### src/verilog/dssq_pkg.sv
// Constants and carrier types of the start/stop and quick stop command logic
package dssq_pkg;

    // ------------------------------------------------------------------
    // Timing
    // ------------------------------------------------------------------
    localparam int CLK_FREQ_MHZ    = 20;
    localparam int TICK_TIME_US    = 5000;
    localparam int TICK_CYC        = TICK_TIME_US * CLK_FREQ_MHZ;
    localparam int TICK_MS         = TICK_TIME_US / 1000;
    localparam int SUP_WIN_MS      = 100;
    localparam int SUP_WIN_TICKS   = SUP_WIN_MS / TICK_MS;
    // Least falling rate, 0,50 Hz/s, in 0.01 Hz per second
    localparam int FREQ_RATE_CHZ_S = 50;
    localparam int FREQ_DROP_CHZ   = FREQ_RATE_CHZ_S * SUP_WIN_MS / 1000;
    localparam int TCNT_W          = 17;
    localparam int VAL_W           = 16;
    localparam logic [VAL_W-1:0] SUP_WIN_LIM = VAL_W'(SUP_WIN_TICKS);
    localparam logic [VAL_W-1:0] FREQ_DROP   = VAL_W'(FREQ_DROP_CHZ);

    // ------------------------------------------------------------------
    // Encodings and field positions
    // ------------------------------------------------------------------
    localparam logic [2:0] SCHEME_FWD_REV                 = 3'h0;
    localparam logic [2:0] SCHEME_RUN_DIR                 = 3'h1;
    localparam logic [2:0] SCHEME_RUN_ENABLE              = 3'h2;
    localparam logic [2:0] SCHEME_THREE_WIRE_PULSE        = 3'h3;
    localparam logic [2:0] SCHEME_RUN_PLUS_POT_RAISE      = 3'h4;
    localparam logic [2:0] SCHEME_DUAL_DIRECTION_EDGE     = 3'h5;
    localparam logic [2:0] SCHEME_EDGE_RUN_PLUS_DIRECTION = 3'h6;

    localparam logic [1:0] SUP_BOTH = 2'h0;
    localparam logic [1:0] SUP_FREQ = 2'h1;
    localparam logic [1:0] SUP_ACK  = 2'h2;
    localparam logic [1:0] SUP_NONE = 2'h3;

    localparam logic [1:0] QS_MODE_RAMP   = 2'h1;
    localparam logic [1:0] QS_MODE_LIMITS = 2'h3;

    localparam int ACK_BIT = 15;
    localparam int DIN_W   = 7;

    // ------------------------------------------------------------------
    // Types
    // ------------------------------------------------------------------
    typedef enum logic [4:0] {
        QS_IDLE   = 5'h01,
        QS_DELAY  = 5'h02,
        QS_WATCH  = 5'h04,
        QS_BYPASS = 5'h08,
        QS_OWN    = 5'h10
    } dssq_qs_state_t;

    typedef struct packed {
        logic first_run_input;
        logic second_run_input;
        logic reverse;
        logic run_enable;
        logic quick_stop;
        logic fault_reset;
        logic place_change;
    } dssq_din_t;

    typedef struct packed {
        logic [2:0]       run_scheme;
        logic [1:0]       quick_stop_mode;
        logic [1:0]       stop_supervision_select;
        logic [VAL_W-1:0] stop_input_delay;
        logic [VAL_W-1:0] stop_ack_timeout;
        logic [VAL_W-1:0] emergency_ramp_time;
        logic [VAL_W-1:0] emergency_power_cap;
        logic [VAL_W-1:0] emergency_torque_cap;
    } dssq_cfg_t;

    typedef struct packed {
        logic [VAL_W-1:0] out_freq;
        logic [VAL_W-1:0] aux_cmd_word;
    } dssq_drv_t;

    typedef struct packed {
        logic             run_request;
        logic             reverse;
        logic             pot_raise;
        logic             start_inhibit;
        logic             qs_pending;
        logic             qs_bypass;
        logic             qs_own;
        logic             force_speed_ctrl;
        logic             ramp_sel;
        logic             limit_sel;
        logic [VAL_W-1:0] ramp_time;
        logic [VAL_W-1:0] power_lim;
        logic [VAL_W-1:0] torque_lim;
    } dssq_cmd_t;

    typedef struct packed {
        logic [DIN_W-1:0] s1;
        logic [DIN_W-1:0] s2;
        logic [DIN_W-1:0] prev;
    } dssq_sync_t;

    typedef struct packed {
        logic [TCNT_W-1:0] cnt;
        logic              tick;
    } dssq_div_t;

endpackage

### src/verilog/dssq_in_sync.sv
// Digital input synchroniser with rising and falling edge detection
`timescale 1ns/1ps
module dssq_in_sync
    import dssq_pkg::*;
(
    input  wire logic      clk_sys_i,
    input  wire logic      sys_rst_i,
    input  wire dssq_din_t din_i,
    output dssq_din_t      lvl_o,
    output dssq_din_t      rise_o,
    output dssq_din_t      fall_o
);

    dssq_sync_t st_r;
    dssq_sync_t st_nxt;

    // ------------------------------------------------------------------
    // Two-stage synchroniser; s1 feeds only s2
    // ------------------------------------------------------------------
    always_comb
    begin
        st_nxt      = st_r;
        st_nxt.s1   = din_i;
        st_nxt.s2   = st_r.s1;
        st_nxt.prev = st_r.s2;
    end

    always_ff @(posedge clk_sys_i)
    begin
        if (sys_rst_i)
            st_r <= '0;
        else
            st_r <= st_nxt;
    end

    assign lvl_o  = st_r.s2;
    assign rise_o = st_r.s2 & ~st_r.prev;
    assign fall_o = ~st_r.s2 & st_r.prev;

endmodule

### src/verilog/dssq_tick_div.sv
// Divider that makes the one-cycle control tick enable
`timescale 1ns/1ps
module dssq_tick_div
    import dssq_pkg::*;
#(
    parameter int TICK_CYCLES = TICK_CYC
)
(
    input  wire logic clk_sys_i,
    input  wire logic sys_rst_i,
    output logic      tick_o
);

    localparam logic [TCNT_W-1:0] LAST = TCNT_W'(TICK_CYCLES - 1);

    dssq_div_t st_r;
    dssq_div_t st_nxt;

    always_comb
    begin
        st_nxt      = st_r;
        st_nxt.tick = 1'b0;
        if (st_r.cnt >= LAST)
        begin
            st_nxt.cnt  = '0;
            st_nxt.tick = 1'b1;
        end
        else
            st_nxt.cnt = st_r.cnt + 1'b1;
    end

    always_ff @(posedge clk_sys_i)
    begin
        if (sys_rst_i)
            st_r <= '0;
        else
            st_r <= st_nxt;
    end

    assign tick_o = st_r.tick;

endmodule

### src/verilog/dssq_core.sv
// Start/stop input decoding and quick stop supervision of a motor drive
//
// Summary of operation
// Ramp stop mode uses emergency ramp time
// Function 3 applies emergency power/torque caps
// Wait stop input delay before stopping
// Ack timeout unmet: speed control, own stop
// Bypass own stop while upper system handles
// Select 0 both, 1 frequency, 2 ack
// Upper system acknowledges with aux bit 15
// Select 3 stops at once, no checks
// Slow falling over 100 ms: own stop
// Frequency change evaluated every 5 ms tick
// Scheme 0: inputs start forward / reverse
// Scheme 0: first selected direction wins
// Scheme 1: run/stop plus reverse/forward
// Scheme 2: run plus run enable input
// Scheme 3: start pulse, stop falling edge
// Scheme 4: start forward, pot raise
// Scheme 5: rising edges start forward/reverse
// Scheme 6: edge start, level direction
// Edge schemes need start input opened first
// Separate reverse input where scheme lacks one
// Inputs synchronised, edges from sample pairs
`timescale 1ns/1ps
module dssq_core
    import dssq_pkg::*;
#(
    parameter int TICK_CYCLES = TICK_CYC
)
(
    input  wire logic      clk_sys_i,
    input  wire logic      sys_rst_i,
    input  wire dssq_din_t din_i,
    input  wire dssq_cfg_t cfg_i,
    input  wire dssq_drv_t drv_i,
    output dssq_cmd_t      cmd_o,
    output logic           tick_o
);

    // ------------------------------------------------------------------
    // State
    // ------------------------------------------------------------------
    typedef struct packed {
        dssq_qs_state_t   qs;
        logic [VAL_W-1:0] tmr;
        logic [VAL_W-1:0] win;
        logic [VAL_W-1:0] fref;
        logic             fdrop_seen;
        logic             ffail;
        logic             run;
        logic             rev;
        logic             interlock;
        dssq_cmd_t        cmd;
    } dssq_st_t;

    dssq_st_t  st_r;
    dssq_st_t  st_nxt;
    dssq_din_t lvl;
    dssq_din_t rise;
    dssq_din_t fall;
    logic      tick;

    // ------------------------------------------------------------------
    // Helpers
    // ------------------------------------------------------------------
    function automatic logic sup_met(input logic [1:0] sel,
                                     input logic       ack,
                                     input logic       fok);
        logic res;
        res = 1'b0;
        case (sel)
            SUP_BOTH: res = ack & fok;
            SUP_FREQ: res = fok;
            SUP_ACK:  res = ack;
            default:  res = 1'b0;
        endcase
        return res;
    endfunction

    function automatic logic sup_uses_freq(input logic [1:0] sel);
        return (sel == SUP_BOTH) || (sel == SUP_FREQ);
    endfunction

    // ------------------------------------------------------------------
    // Sub-blocks
    // ------------------------------------------------------------------
    dssq_in_sync u_sync
    (
        .clk_sys_i (clk_sys_i),
        .sys_rst_i (sys_rst_i),
        .din_i     (din_i),
        .lvl_o     (lvl),
        .rise_o    (rise),
        .fall_o    (fall)
    );

    dssq_tick_div #(.TICK_CYCLES(TICK_CYCLES)) u_div
    (
        .clk_sys_i (clk_sys_i),
        .sys_rst_i (sys_rst_i),
        .tick_o    (tick)
    );

    // ------------------------------------------------------------------
    // Next state
    // ------------------------------------------------------------------
    logic             ack;
    logic             fok;
    logic             met;
    logic [VAL_W-1:0] freq;

    assign ack  = drv_i.aux_cmd_word[ACK_BIT];
    assign freq = drv_i.out_freq;
    assign fok  = st_r.fdrop_seen & ~st_r.ffail;
    assign met  = sup_met(cfg_i.stop_supervision_select, ack, fok);

    always_comb
    begin
        st_nxt = st_r;

        // Frequency supervision; zero speed counts as reached
        if (tick && (st_r.qs == QS_WATCH || st_r.qs == QS_BYPASS))
        begin
            if (freq == '0 ||
                (st_r.fref >= freq && (st_r.fref - freq) >= FREQ_DROP))
            begin
                st_nxt.fref       = freq;
                st_nxt.win        = '0;
                st_nxt.fdrop_seen = 1'b1;
            end
            else if (st_r.win >= SUP_WIN_LIM - 1'b1)
                st_nxt.ffail = 1'b1;
            else
                st_nxt.win = st_r.win + 1'b1;
        end

        // Quick stop sequence
        case (st_r.qs)
            QS_IDLE:
            begin
                st_nxt.tmr = '0;
                if (lvl.quick_stop)
                    st_nxt.qs = QS_DELAY;
            end
            QS_DELAY:
            begin
                if (st_r.tmr >= cfg_i.stop_input_delay)
                begin
                    st_nxt.tmr        = '0;
                    st_nxt.win        = '0;
                    st_nxt.fref       = freq;
                    st_nxt.fdrop_seen = 1'b0;
                    st_nxt.ffail      = 1'b0;
                    if (cfg_i.stop_supervision_select == SUP_NONE)
                        st_nxt.qs = QS_OWN;
                    else
                        st_nxt.qs = QS_WATCH;
                end
                else if (tick)
                    st_nxt.tmr = st_r.tmr + 1'b1;
            end
            QS_WATCH:
            begin
                if (st_r.ffail && sup_uses_freq(cfg_i.stop_supervision_select))
                    st_nxt.qs = QS_OWN;
                else if (met)
                    st_nxt.qs = QS_BYPASS;
                else if (st_r.tmr >= cfg_i.stop_ack_timeout)
                    st_nxt.qs = QS_OWN;
                else if (tick)
                    st_nxt.tmr = st_r.tmr + 1'b1;
            end
            QS_BYPASS:
            begin
                // Upper system lost control of the stop: take it over
                if (!met)
                    st_nxt.qs = QS_OWN;
            end
            QS_OWN:
            begin
                st_nxt.qs = QS_OWN;
            end
            default:
            begin
                st_nxt.qs = QS_IDLE;
            end
        endcase
        if (!lvl.quick_stop)
            st_nxt.qs = QS_IDLE;

        // Start interlock of the edge schemes
        if (!st_r.interlock)
        begin
            if (rise.fault_reset || !lvl.run_enable || rise.place_change)
                st_nxt.interlock = 1'b1;
        end
        else if (cfg_i.run_scheme == SCHEME_DUAL_DIRECTION_EDGE)
        begin
            if (!lvl.first_run_input && !lvl.second_run_input)
                st_nxt.interlock = 1'b0;
        end
        else if (!lvl.first_run_input)
            st_nxt.interlock = 1'b0;

        // Run and direction decode
        st_nxt.rev = lvl.reverse;
        case (cfg_i.run_scheme)
            SCHEME_FWD_REV:
            begin
                if (!lvl.first_run_input && !lvl.second_run_input)
                    st_nxt.run = 1'b0;
                else if (lvl.first_run_input && lvl.second_run_input)
                begin
                    // Direction already running is kept
                    st_nxt.rev = st_r.rev;
                    if (!st_r.run)
                    begin
                        st_nxt.run = 1'b1;
                        st_nxt.rev = 1'b0;
                    end
                end
                else
                begin
                    st_nxt.run = 1'b1;
                    st_nxt.rev = lvl.second_run_input;
                end
            end
            SCHEME_RUN_DIR:
            begin
                st_nxt.run = lvl.first_run_input;
                st_nxt.rev = lvl.second_run_input;
            end
            SCHEME_RUN_ENABLE:
            begin
                st_nxt.run = lvl.first_run_input & lvl.second_run_input;
            end
            SCHEME_THREE_WIRE_PULSE:
            begin
                // Stop edge wins over a coincident start pulse
                if (fall.second_run_input || !lvl.second_run_input)
                    st_nxt.run = 1'b0;
                else if (rise.first_run_input)
                    st_nxt.run = 1'b1;
            end
            SCHEME_RUN_PLUS_POT_RAISE:
            begin
                st_nxt.run = lvl.first_run_input;
            end
            SCHEME_DUAL_DIRECTION_EDGE:
            begin
                st_nxt.rev = st_r.rev;
                if (!st_r.run)
                begin
                    if (rise.first_run_input && !st_r.interlock)
                    begin
                        st_nxt.run = 1'b1;
                        st_nxt.rev = 1'b0;
                    end
                    else if (rise.second_run_input && !st_r.interlock)
                    begin
                        st_nxt.run = 1'b1;
                        st_nxt.rev = 1'b1;
                    end
                end
                else if ((!st_r.rev && !lvl.first_run_input) ||
                         (st_r.rev && !lvl.second_run_input))
                    st_nxt.run = 1'b0;
            end
            SCHEME_EDGE_RUN_PLUS_DIRECTION:
            begin
                st_nxt.rev = lvl.second_run_input;
                if (!lvl.first_run_input)
                    st_nxt.run = 1'b0;
                else if (rise.first_run_input && !st_r.interlock)
                    st_nxt.run = 1'b1;
            end
            default:
            begin
                st_nxt.run = 1'b0;
            end
        endcase
        // Run enable removal always stops
        if (!lvl.run_enable)
            st_nxt.run = 1'b0;

        // Registered command outputs
        st_nxt.cmd.run_request   = st_nxt.run;
        st_nxt.cmd.reverse       = st_nxt.rev;
        st_nxt.cmd.pot_raise     = (cfg_i.run_scheme == SCHEME_RUN_PLUS_POT_RAISE)
                                   & lvl.second_run_input;
        st_nxt.cmd.start_inhibit = ~lvl.run_enable
                                   | ((cfg_i.run_scheme == SCHEME_RUN_ENABLE) & ~lvl.second_run_input)
                                   | st_nxt.interlock;
        st_nxt.cmd.qs_pending    = (st_nxt.qs == QS_DELAY) || (st_nxt.qs == QS_WATCH);
        st_nxt.cmd.qs_bypass     = (st_nxt.qs == QS_BYPASS);
        st_nxt.cmd.qs_own        = (st_nxt.qs == QS_OWN);
        st_nxt.cmd.force_speed_ctrl = (st_nxt.qs == QS_OWN);
        st_nxt.cmd.ramp_sel      = (st_nxt.qs == QS_OWN) &&
                                   (cfg_i.quick_stop_mode == QS_MODE_RAMP);
        st_nxt.cmd.limit_sel     = (st_nxt.qs == QS_OWN) &&
                                   (cfg_i.quick_stop_mode == QS_MODE_LIMITS);
        st_nxt.cmd.ramp_time     = st_nxt.cmd.ramp_sel ? cfg_i.emergency_ramp_time : '0;
        st_nxt.cmd.power_lim     = st_nxt.cmd.limit_sel ? cfg_i.emergency_power_cap : '0;
        st_nxt.cmd.torque_lim    = st_nxt.cmd.limit_sel ? cfg_i.emergency_torque_cap : '0;
    end

    // ------------------------------------------------------------------
    // Registers
    // ------------------------------------------------------------------
    always_ff @(posedge clk_sys_i)
    begin
        if (sys_rst_i)
        begin
            st_r           <= '0;
            st_r.qs        <= QS_IDLE;
            // Power-up counts as a reason to demand an open start input
            st_r.interlock <= 1'b1;
        end
        else
            st_r <= st_nxt;
    end

    assign cmd_o  = st_r.cmd;
    assign tick_o = tick;

endmodule

### config.mk
export PLATFORM = sky130hd
export DESIGN_NAME = dssq_core
export DESIGN_NICKNAME = d
export VERILOG_FILES = /design/src/verilog/dssq_pkg.sv /design/src/verilog/dssq_in_sync.sv /design/src/verilog/dssq_tick_div.sv /design/src/verilog/dssq_core.sv
export SDC_FILE = /design/constraint.sdc
export NUM_CORES = 1
export LEC_CHECK = 0
export BUFFER_PORTS_ARGS = -buffer_cell sky130_fd_sc_hd__buf_2
export CAP_MARGIN = 20
export CORE_ASPECT_RATIO = 1.5
export CORE_MARGIN = 8
export CORE_UTILIZATION = 50
export CTS_CLUSTER_SIZE = 30
export DETAILED_ROUTE_END_ITERATION = 12
export PLACE_DENSITY = 0.74
export RECOVER_POWER = 25
export SYNTH_ARGS = -nofsm -noshare
export SYNTH_HDL_FRONTEND = slang
export SYNTH_SLANG_ARGS = --single-unit
### constraint.sdc
create_clock -name clk_sys_i -period 7.86 [get_ports clk_sys_i]
set_input_delay 0 -clock clk_sys_i [delete_from_list [all_inputs] [get_ports clk_sys_i]]
set_output_delay 0 -clock clk_sys_i [all_outputs]
set_load 0.01 [all_outputs]
Word level (Yosys, flattened, before mapping)
Cells that the tools add are included.
{ "totals": {"in_bits": 128, "regBits": 152} }
{ "op_classes": {"muxes": 44, "eq_ne": 28, "order_cmp": 6, "add_sub_neg": 4, "n_bitwise": 16, "reduce_logical": 37} }
{ "op_table": {"columns": ["op", "n"], "rows": [
  ["two-way mux 16 bit", 7],
  ["two-way mux 34 bit", 3],
  [">= comparator 16 bit", 3],
  ["one-hot mux 16 bit (3 select lines)", 1],
  ["two-way mux 5 bit", 7],
  ["adder 16 x 1 -> 16 bit (second input constant)", 2],
  ["one-hot mux 5 bit (5 select lines)", 1],
  ["two-way mux 1 bit", 19],
  ["adder 17 x 1 -> 17 bit (second input constant)", 1],
  [">= comparator 17 bit (second input constant)", 1],
  ["two-way mux 17 bit", 1],
  [">= comparator 16 x 3 -> 1 bit (second input constant)", 1],
  [">= comparator 16 x 5 -> 1 bit (second input constant)", 1],
  ["logical NOT 16 bit", 1],
  ["subtractor 16 bit", 1],
  ["OR reduction 2 bit", 6],
  ["logical AND 1 bit", 11],
  ["equality test 5 x 2 -> 1 bit (second input constant)", 2],
  ["equality test 5 x 3 -> 1 bit (second input constant)", 2],
  ["equality test 5 x 4 -> 1 bit (second input constant)", 2],
  ["equality test 5 bit (second input constant)", 2],
  ["equality test 3 bit (second input constant)", 3],
  ["logical OR 1 bit", 8],
  ["!= test 2 bit (second input constant)", 4],
  ["25 further kinds", 45]
]} }

Logic depth before layout (Yosys ltp)
Gate-level depths: netlist (run 1).
{ "logic_depth": {"depth_word": 12, "depth_mapped": 13, "ltp_nobuf": 12} }

Hierarchy
A second synthesis (run 1) with hierarchy kept.
{ "hier_totals": {"cells_unflattened": 916, "area_unflattened_um2": 8086.5} }
{ "by_module_without_submodules": {"columns": ["module", "area_per_inst_um2", "n_inst", "seq_area_each_um2", "cells_per_inst"], "rows": [
  ["dssq_core", 6477.5, 1, 2262.2, 759],
  ["dssq_tick_div", 844.6, 1, 360.3, 92],
  ["dssq_in_sync", 764.5, 1, 420.4, 65]
]} }

Worst setup path after synthesis (run 1)
OpenSTA, ideal clock, no wires.
{ "synth_timing": {"kind": "reg2reg", "start": "register st_r[63] (netlist name)", "end": "register st_r[64] (netlist name)", "path_stages_with_launch": 14, "slack_ns": 4.953, "arrival_time_ns": 2.773, "cell_sequence": "dfxtp_1 > inv_1 > ha_1 > inv_1 > fa_1 > a21o_1 > a221o_2 > a32oi_1 > o2111a_1 > o2111a_2 > buf_2 > a31oi_1 > o31ai_1 > o31ai_2"} }
{ "synth_via": {"elab_chain_len": 8, "elab_cells_between_ends": 9, "cone_classes": "add/sub: 1; order compare: 2; mux: 4; reduce/logical: 2"} }
{ "synth_rtl": {"columns": ["item", "line_no", "text"], "rows": [
  ["start, declared", "dssq_core.sv:57", "dssq_st_t st_r;"],
  ["start signal, assigned", "dssq_core.sv:321", "st_r <= st_nxt;"],
  ["subtractor 16 bit", "dssq_core.sv:126", "(st_r.fref >= freq && (st_r.fref - freq) >= FREQ_DROP))"],
  [">= comparator 16 x 3 -> 1 bit", "dssq_core.sv:126", null],
  ["logical AND 1 bit *", "dssq_core.sv:126", null],
  ["logical OR 1 bit *", "dssq_core.sv:125", "if (freq == '0 ||"],
  ["two-way mux 17 bit *", "dssq_core.sv:125", null],
  ["two-way mux 34 bit *", "dssq_core.sv:123", "if (tick && (st_r.qs == QS_WATCH || st_r.qs == QS_BYPASS))"],
  ["two-way mux 34 bit", "dssq_core.sv:148", "if (st_r.tmr >= cfg_i.stop_input_delay)"],
  ["two-way mux 34 bit *", "dssq_core.sv:139", "case (st_r.qs)"]
]} }
Mark *: on every way between the ends. The rest lies on a longest branch, timed or not.
A chain may end at the register's enable or synchronous reset.

Worst setup path after layout (run 1)
{ "layout_timing": {"start": "register st_r[63] (netlist name)", "end": "register st_r[75] (netlist name)"} }
The elaborated chain is that of the path after synthesis.

==> results of run 1 <==
-- sequential cells by signal, summed over array words and instances (netlist names) --
signal         cells
cmd_o             57
u_div.tick_o       1
u_sync.lvl_o       7
u_div.st_r        17
u_sync.st_nxt      7
st_r              56
u_sync.st_r        4
-- repair_timing --
| item | CTS | global route |
|---|---|---|
| setup endpoints to repair | 0 | 0 |
| endpoints found under the hold margin | 61 | 0 |
| hold buffers | 60 | 0 |
-- worst register-to-register path, cell delays in order (launching register included) --
cell                       delay [ns]
sky130_fd_sc_hd__dfxtp_1         0.30
sky130_fd_sc_hd__inv_1           0.09
sky130_fd_sc_hd__ha_1            0.17
sky130_fd_sc_hd__inv_1           0.05
sky130_fd_sc_hd__fa_1            0.40
sky130_fd_sc_hd__a21o_1          0.20
sky130_fd_sc_hd__a221o_2         0.42
sky130_fd_sc_hd__nand3_1         0.12
sky130_fd_sc_hd__a21boi_1        0.07
sky130_fd_sc_hd__o22a_1          0.46
sky130_fd_sc_hd__and3_4          0.31
sky130_fd_sc_hd__a211oi_4        0.49
sky130_fd_sc_hd__buf_4           0.48
sky130_fd_sc_hd__o31ai_1         0.13
-- layer usage --
metal,vias to the layer above,global-route usage [%],wire length [um]
li1,3887,-,-
met1,3651,22.7,8880
met4,0,8.52,607
met2,284,34.0,11000
met5,-,0,0
met3,46,5.30,1540
-- power breakdown --
group / internal [mW] / switching, mW
logic: 0.0698 / 0.0831
clock network: 0.420 / 0.347
registers: 0.762 / 0.00453
-- logic make-up (layout without fill, tap and decap cells) --
logic type	after synthesis	in the layout	synth area share, %
other cells	0	2	0
simple gates	354	354	22.6
fa+ha+maj	52	52	7.73
flops	149	149	35.0
compound gates	242	242	20.2
buf+inv	201	350	11.8
mux	2	2	0.235
xor+xnor	23	23	2.37
-- layout make-up --
type	count	share of cell area, %
clock inverters	14	1.33
clock buffers	18	4.23
repair buffers	236	14.3
multi-input cells	673	45.0
diodes	2	0.0494
inverters	82	3.04
well taps	210	2.59
flip-flops and latches	149	29.4
-- cell usage after synthesis (3+ instances only) --
cell type                   count  share of area (%)
sky130_fd_sc_hd__clkbuf_1      50                2.2
sky130_fd_sc_hd__nor4_1        25                1.8
sky130_fd_sc_hd__o31ai_1       28                2.5
sky130_fd_sc_hd__and3_1         7               0.51
sky130_fd_sc_hd__buf_4         58                5.1
sky130_fd_sc_hd__a31oi_1       22                1.6
sky130_fd_sc_hd__nand2b_1      11               0.81
sky130_fd_sc_hd__inv_1         82                3.6
sky130_fd_sc_hd__nand3b_1       3               0.26
sky130_fd_sc_hd__nor3_1        59                3.5
sky130_fd_sc_hd__nor4b_1        4               0.41
sky130_fd_sc_hd__or4_1          5               0.44
sky130_fd_sc_hd__o31ai_2       14                2.1
sky130_fd_sc_hd__nor2b_1       25                1.8
sky130_fd_sc_hd__dfxtp_1      149                 35
sky130_fd_sc_hd__a32oi_1        3               0.31
sky130_fd_sc_hd__a41oi_1        3               0.31
sky130_fd_sc_hd__xor2_1        13                1.3
sky130_fd_sc_hd__o22ai_1        3               0.22
sky130_fd_sc_hd__o2111ai_1      7               0.72
sky130_fd_sc_hd__ha_1          51                7.5
sky130_fd_sc_hd__or2_2          5               0.37
sky130_fd_sc_hd__nand2_1       52                2.3
sky130_fd_sc_hd__nor3_2         4               0.47
sky130_fd_sc_hd__nand3_1       57                3.4
sky130_fd_sc_hd__buf_6          3               0.40
sky130_fd_sc_hd__o211ai_1      20                1.8
sky130_fd_sc_hd__o21a_1         6               0.53
sky130_fd_sc_hd__and2_1         4               0.29
sky130_fd_sc_hd__nand4_1       16                1.2
sky130_fd_sc_hd__buf_2          6               0.35
sky130_fd_sc_hd__o21ai_0       28                1.6
sky130_fd_sc_hd__or3_1          9               0.66
sky130_fd_sc_hd__nor2_1        52                2.3
sky130_fd_sc_hd__a21oi_1       63                3.7
sky130_fd_sc_hd__nor3b_2       12                1.8
sky130_fd_sc_hd__xnor2_1       10                1.0
sky130_fd_sc_hd__a21o_1        12                1.1
-- per-stage QoR --
stage / util (%) / area [um2]
3_3_place_gp: 53.8 / 9010
3_5_place_dp: 53.8 / 9010
2_1_floorplan: - / 8510
6_report: 60.5 / 10100
5_1_grt: 60.4 / 10100
4_1_cts: 60.7 / 10200
-- worst max-delay path by stage --
stage                     slack (ns)                start  cells past startpoint                  end
final                           4.05  st_r[63]$_SDFF_PP0_                     13  st_r[75]$_SDFF_PP0_
after global routing            3.87  st_r[69]$_SDFF_PP0_                     10  st_r[75]$_SDFF_PP0_
after CTS                       4.09  st_r[63]$_SDFF_PP0_                     13  st_r[75]$_SDFF_PP0_
after detailed placement        4.11  st_r[63]$_SDFF_PP0_                     13  st_r[74]$_SDFF_PP0_
after global placement          4.15  st_r[71]$_SDFF_PP0_                     10  st_r[74]$_SDFF_PP0_
after floorplan                 4.95  st_r[63]$_SDFF_PP0_                     13  st_r[64]$_SDFF_PP0_
==> out/summary.md, run 1 <==
• via total after detailed routing: 7868
• fraction of registers with async set or reset after synthesis: 0%
• launching point of the worst reg2reg path: st_r[63]$_SDFF_PP0_
• final estimated routing congestion in global placement: 0.933
• time the worst path needs with I/O delays and setup: 3.81 ns
• remaining global-route overflow: 0
• Final Hold Slack: 0.0551 ns
• number of clock buffers inserted by TritonCTS: 17
• transition time at the pin with the least slew margin: 1.12 ns
• P per Cell Area: 166 nW/um2
• fraction of final layout cells with drive strength greater than 1: 19.0%
• final setup skew: 0.0141 ns
• Arrival @ worst endpoint: 4.08 ns
• Reg area: 2980 um2
• aggregate global-route resource usage: 19.9%
• reg-to-reg slack, setup: 4.05 ns
• router iterations before antenna repair: 8
• r2r worst-path depth: 13
• TritonCTS clock tree: built
• delay contributed by the slowest stage of the critical path: 0.49 ns
• Resize count post-CTS: 0
• Distinct cells, synth: 71
• number of storage elements in the synthesis netlist: 149
• cell family with most CP delay: compound AO/OA/AOI/OAI gates
• post-DR vias/cell: 5.68
• Die Wd: 123 um
• Max Cap Violations: 0
• Routed wire per std cell: 15.9 um
• area of the multi-input gates: 4570 um2
• number of buffers inserted to repair setup after CTS: 0
• share of the yosys chip area belonging to registers: 35.0%
• Min-Delay Endpoint: cmd_o[57]$_SDFFE_PP0P_
• clock tree buffer depth: 2
• placed wire-length estimate after detailed placement: 15.2 mm
• standard-cell row count: 58
• maximum number of pins on one net before global-route repair: 56
• synthesized net count: 1203
• required time reported for the critical path endpoint: 8.13 ns
• most common cell after layout, fill and taps aside: sky130_fd_sc_hd__dfxtp_1
• area grow syn2layout: 19.1%
• commonest cells after routing, fill and taps aside: sky130_fd_sc_hd__dfxtp_1 (149), sky130_fd_sc_hd__buf_2 (135), sky130_fd_sc_hd__inv_1 (82), sky130_fd_sc_hd__a21oi_1 (63), sky130_fd_sc_hd__dlygate4sd3_1 (60)
• synthesized area: 8510 um2
• synthesized area per cell: 8.32 um2
• reg-to-reg endpoint: st_r[75]$_SDFF_PP0_
• final-layout fill cell count: 1448
• most used flip-flop cell after synthesis: sky130_fd_sc_hd__dfxtp_1
• CTS HTree Levels: 4
• effective utilization at floorplan: 50.8%
• vias in the first global route: 7557
• Final setup viols: 0
• crit start category: flip-flop
• worst-path maximum fanout: 25
• overall power: 1.69 mW
• worst-case vdd ir drop: 0.145 mV
• Die Footprint: 21500 um2
• number of nets with antenna violations after routing: 0
• clock transition at the registers of the reported paths: 0.07 ns
• fin cells: 1384
• cells after synthesis: 1023
• PnR worst setup slack: 4.05 ns
• Hold Crit Class: in2reg
• portion of the clock cycle consumed by the worst path in the final layout: 48.4%
• critical path endpoint category: flip-flop
• outcome: complete, no violations
• Post-route DRC: 0
• cell depth of the worst hold path: 3
• clock net sink count: 149
• setup slack after placement: 4.11 ns
• Peak Freq: 263 MHz
• clk root buf: sky130_fd_sc_hd__clkbuf_16
• global-route wire length before repair: 35.7 mm
• leakage power total: 4.30 nW
• fin. max-slew vios: 0
• Hold Violations, Final: 0
• number of cells in the design after placement: 1290
• Total Routed Length: 22.0 mm
• Clock Latency Late Sink: 0.41 ns
• Buf/Inv on CP: 3
• synth warn: 0
• ordered cell list for the critical path: inv_1 > ha_1 > inv_1 > fa_1 > a21o_1 > a221o_2 > nand3_1 > a21boi_1 > o22a_1 > and3_4 > a211oi_4 > buf_4 > o31ai_1
• first-iteration detailed-routing DRC count: 604
• vertical die dimension: 176 um
• number of flops mapped to enable cells by yosys: 0
• hold path startpoint: cfg_i[86]
• Crit path top cell by count: sky130_fd_sc_hd__inv_1
• number of antenna violations at the first check in global routing: 0
• RSZ-0062 raised after global routing: false
• setup_tns: 0 ns
• Final #Nets: 1339
• core outline area: 16800 um2
• Top-Level Pins: 187
• relative slew slack: 25.0%
• Setup CP Type: reg2reg
• count of buffers inserted at the top-level ports: 171
• critical path's slowest cell: sky130_fd_sc_hd__a211oi_4
Power figures use the tool's default switching activity.
==> run 2, diff against run 1 <==
clock period = 3.8 ns   (was 7.86 ns; I/O delays follow)
==> run 2 against run 1 <==
Net effect: flip-flop and latch count did not move; critical path depth unchanged; cell area increased by 0.95%; first-iteration DRC count decreased by 25%; sequential share of layout area is 0.28 points lower; critical endpoint is now st_r[74]$_SDFF_PP0_; largest power group unchanged.
==> out/summary.md, run 2 (synthesis gave the netlist of run 1 again) <==
• CTS HTree Levels: 4
• count of buffers inserted at the top-level ports: 171
• Hold Crit Class: in2reg
• core outline area: 16800 um2
• worst-case vdd ir drop: 0.302 mV
• clock transition at the registers of the reported paths: 0.06 ns
• fin util: 61.0%
• transition time at the pin with the least slew margin: 1.01 ns
• outcome: complete, no violations
• P per Cell Area: 348 nW/um2
• vias in the first global route: 8059
• via total after detailed routing: 7921
• Arrival @ worst endpoint: 3.78 ns
• area post-placement: 9090 um2
• aggregate global-route resource usage: 21.5%
• setup_tns: 0 ns
• maximum number of pins on one net before global-route repair: 56
• portion of the clock cycle consumed by the worst path in the final layout: 92.1%
• number of cells in the design after placement: 1299
• fraction of final layout cells with drive strength greater than 1: 19.5%
• Peak Freq: 286 MHz
• Post-route DRC: 0
• clock net sink count: 149
• placed wire-length estimate after detailed placement: 15.7 mm
• relative slew slack: 32.5%
• area grow syn2layout: 20.2%
• Clock Latency Late Sink: 0.42 ns
• number of clock buffers inserted by TritonCTS: 17
• number of nets with antenna violations after routing: 0
• first-iteration detailed-routing DRC count: 452
• most common cell after layout, fill and taps aside: sky130_fd_sc_hd__dfxtp_1
• Setup CP Type: reg2reg
• crit start category: flip-flop
• clock tree buffer depth: 2
• leakage power total: 4.36 nW
• Final #Nets: 1349
• Final setup viols: 0
• Routed wire per std cell: 16.3 um
• standard-cell row count: 58
• RSZ-0062 raised after global routing: false
• Top-Level Pins: 187
• final estimated routing congestion in global placement: 0.923
• final design area excluding fillers: 10200 um2
• clk root buf: sky130_fd_sc_hd__clkbuf_16
• n_diodes: 0
• Die Wd: 123 um
• critical path endpoint category: flip-flop
• number of antenna violations at the first check in global routing: 0
• time the worst path needs with I/O delays and setup: 3.50 ns
• fin. max-slew vios: 0
• effective utilization at floorplan: 50.8%
• number of flip-flops in the largest register: 57
• Total Routed Length: 22.7 mm
• Hold Violations, Final: 0
• vertical die dimension: 176 um
• commonest cells after routing, fill and taps aside: sky130_fd_sc_hd__dfxtp_1 (149), sky130_fd_sc_hd__buf_2 (134), sky130_fd_sc_hd__inv_1 (82), sky130_fd_sc_hd__a21oi_1 (63), sky130_fd_sc_hd__dlygate4sd3_1 (61)
• remaining global-route overflow: 0
• TritonCTS clock tree: built
• final setup skew: 0.0129 ns
• global-route wire length before repair: 37.9 mm
• Max Cap Violations: 0
• Die Footprint: 21500 um2
• fin cells: 1391
• router iterations before antenna repair: 5
• required time reported for the critical path endpoint: 4.08 ns
• worst-path maximum fanout: 21
• post-DR vias/cell: 5.69
• number of buffers inserted to repair setup after CTS: 0
[run 2: timing repair]
action / in CTS / in global routing
hold endpoints to repair: 65 / 0
resized for setup: 0 / 0
hold buffers: 61 / 0
[run 2: worst max-delay path: stages, from the launching register on]
cell and delay (ns):
sky130_fd_sc_hd__dfxtp_1 0.30, sky130_fd_sc_hd__inv_1 0.08, sky130_fd_sc_hd__ha_1 0.17, sky130_fd_sc_hd__inv_1 0.05
sky130_fd_sc_hd__fa_1 0.40, sky130_fd_sc_hd__a21o_1 0.18, sky130_fd_sc_hd__a221o_2 0.42, sky130_fd_sc_hd__a211oi_2 0.24
sky130_fd_sc_hd__a41oi_1 0.06, sky130_fd_sc_hd__o2111a_2 0.20, sky130_fd_sc_hd__and3_4 0.19, sky130_fd_sc_hd__a211oi_4 0.69
sky130_fd_sc_hd__buf_12 0.28, sky130_fd_sc_hd__o31ai_1 0.09
[run 2: stage by stage]
stage	worst slack (ns)	hold slack, ns	total power, mW
after floorplan	0.893	0.0716	1.78
after global placement	0.354	0.207	1.88
after detailed placement	0.330	0.220	1.89
after CTS	0.302	0.000230	3.60
after global routing	0.103	0.0671	3.70
final	0.300	0.0285	3.56
[run 2: power by group]
group / internal (mW) / switching, mW / total (mW)
registers: 1.58 / 0.00950 / 1.59
logic: 0.149 / 0.174 / 0.324
clock network: 0.974 / 0.677 / 1.65
[run 2: metal layers]
layer	vias to the layer above	wire, um	GRT usage (%)
li1	3906	-	-
met1	3666	8770	23.4
met2	296	11600	37.3
met3	53	1610	6.27
met4	0	730	9.43
met5	-	0	0
[run 2: path summary, 6_finish.rpt]
check        slack [ns]  cells past startpoint                    endpoint                   startpoint
min reg2reg        0.43                      1  u_sync.lvl_o[1]$_SDFF_PP0_  u_sync.st_nxt[8]$_SDFF_PP0_
max reg2reg        0.30                     13         st_r[74]$_SDFF_PP0_          st_r[63]$_SDFF_PP0_
max                0.30                     13         st_r[74]$_SDFF_PP0_          st_r[63]$_SDFF_PP0_
min                0.03                      3      cmd_o[57]$_SDFFE_PP0P_                    cfg_i[86]
[run 2: cell type report]
class	count	area, um2
fill	1473	6530
multi-input combinational	673	4570
clock buffer	18	429
clock inverter	13	148
timing repair buffer	246	1540
inverter	82	308
sequential	149	2980
tap	210	263
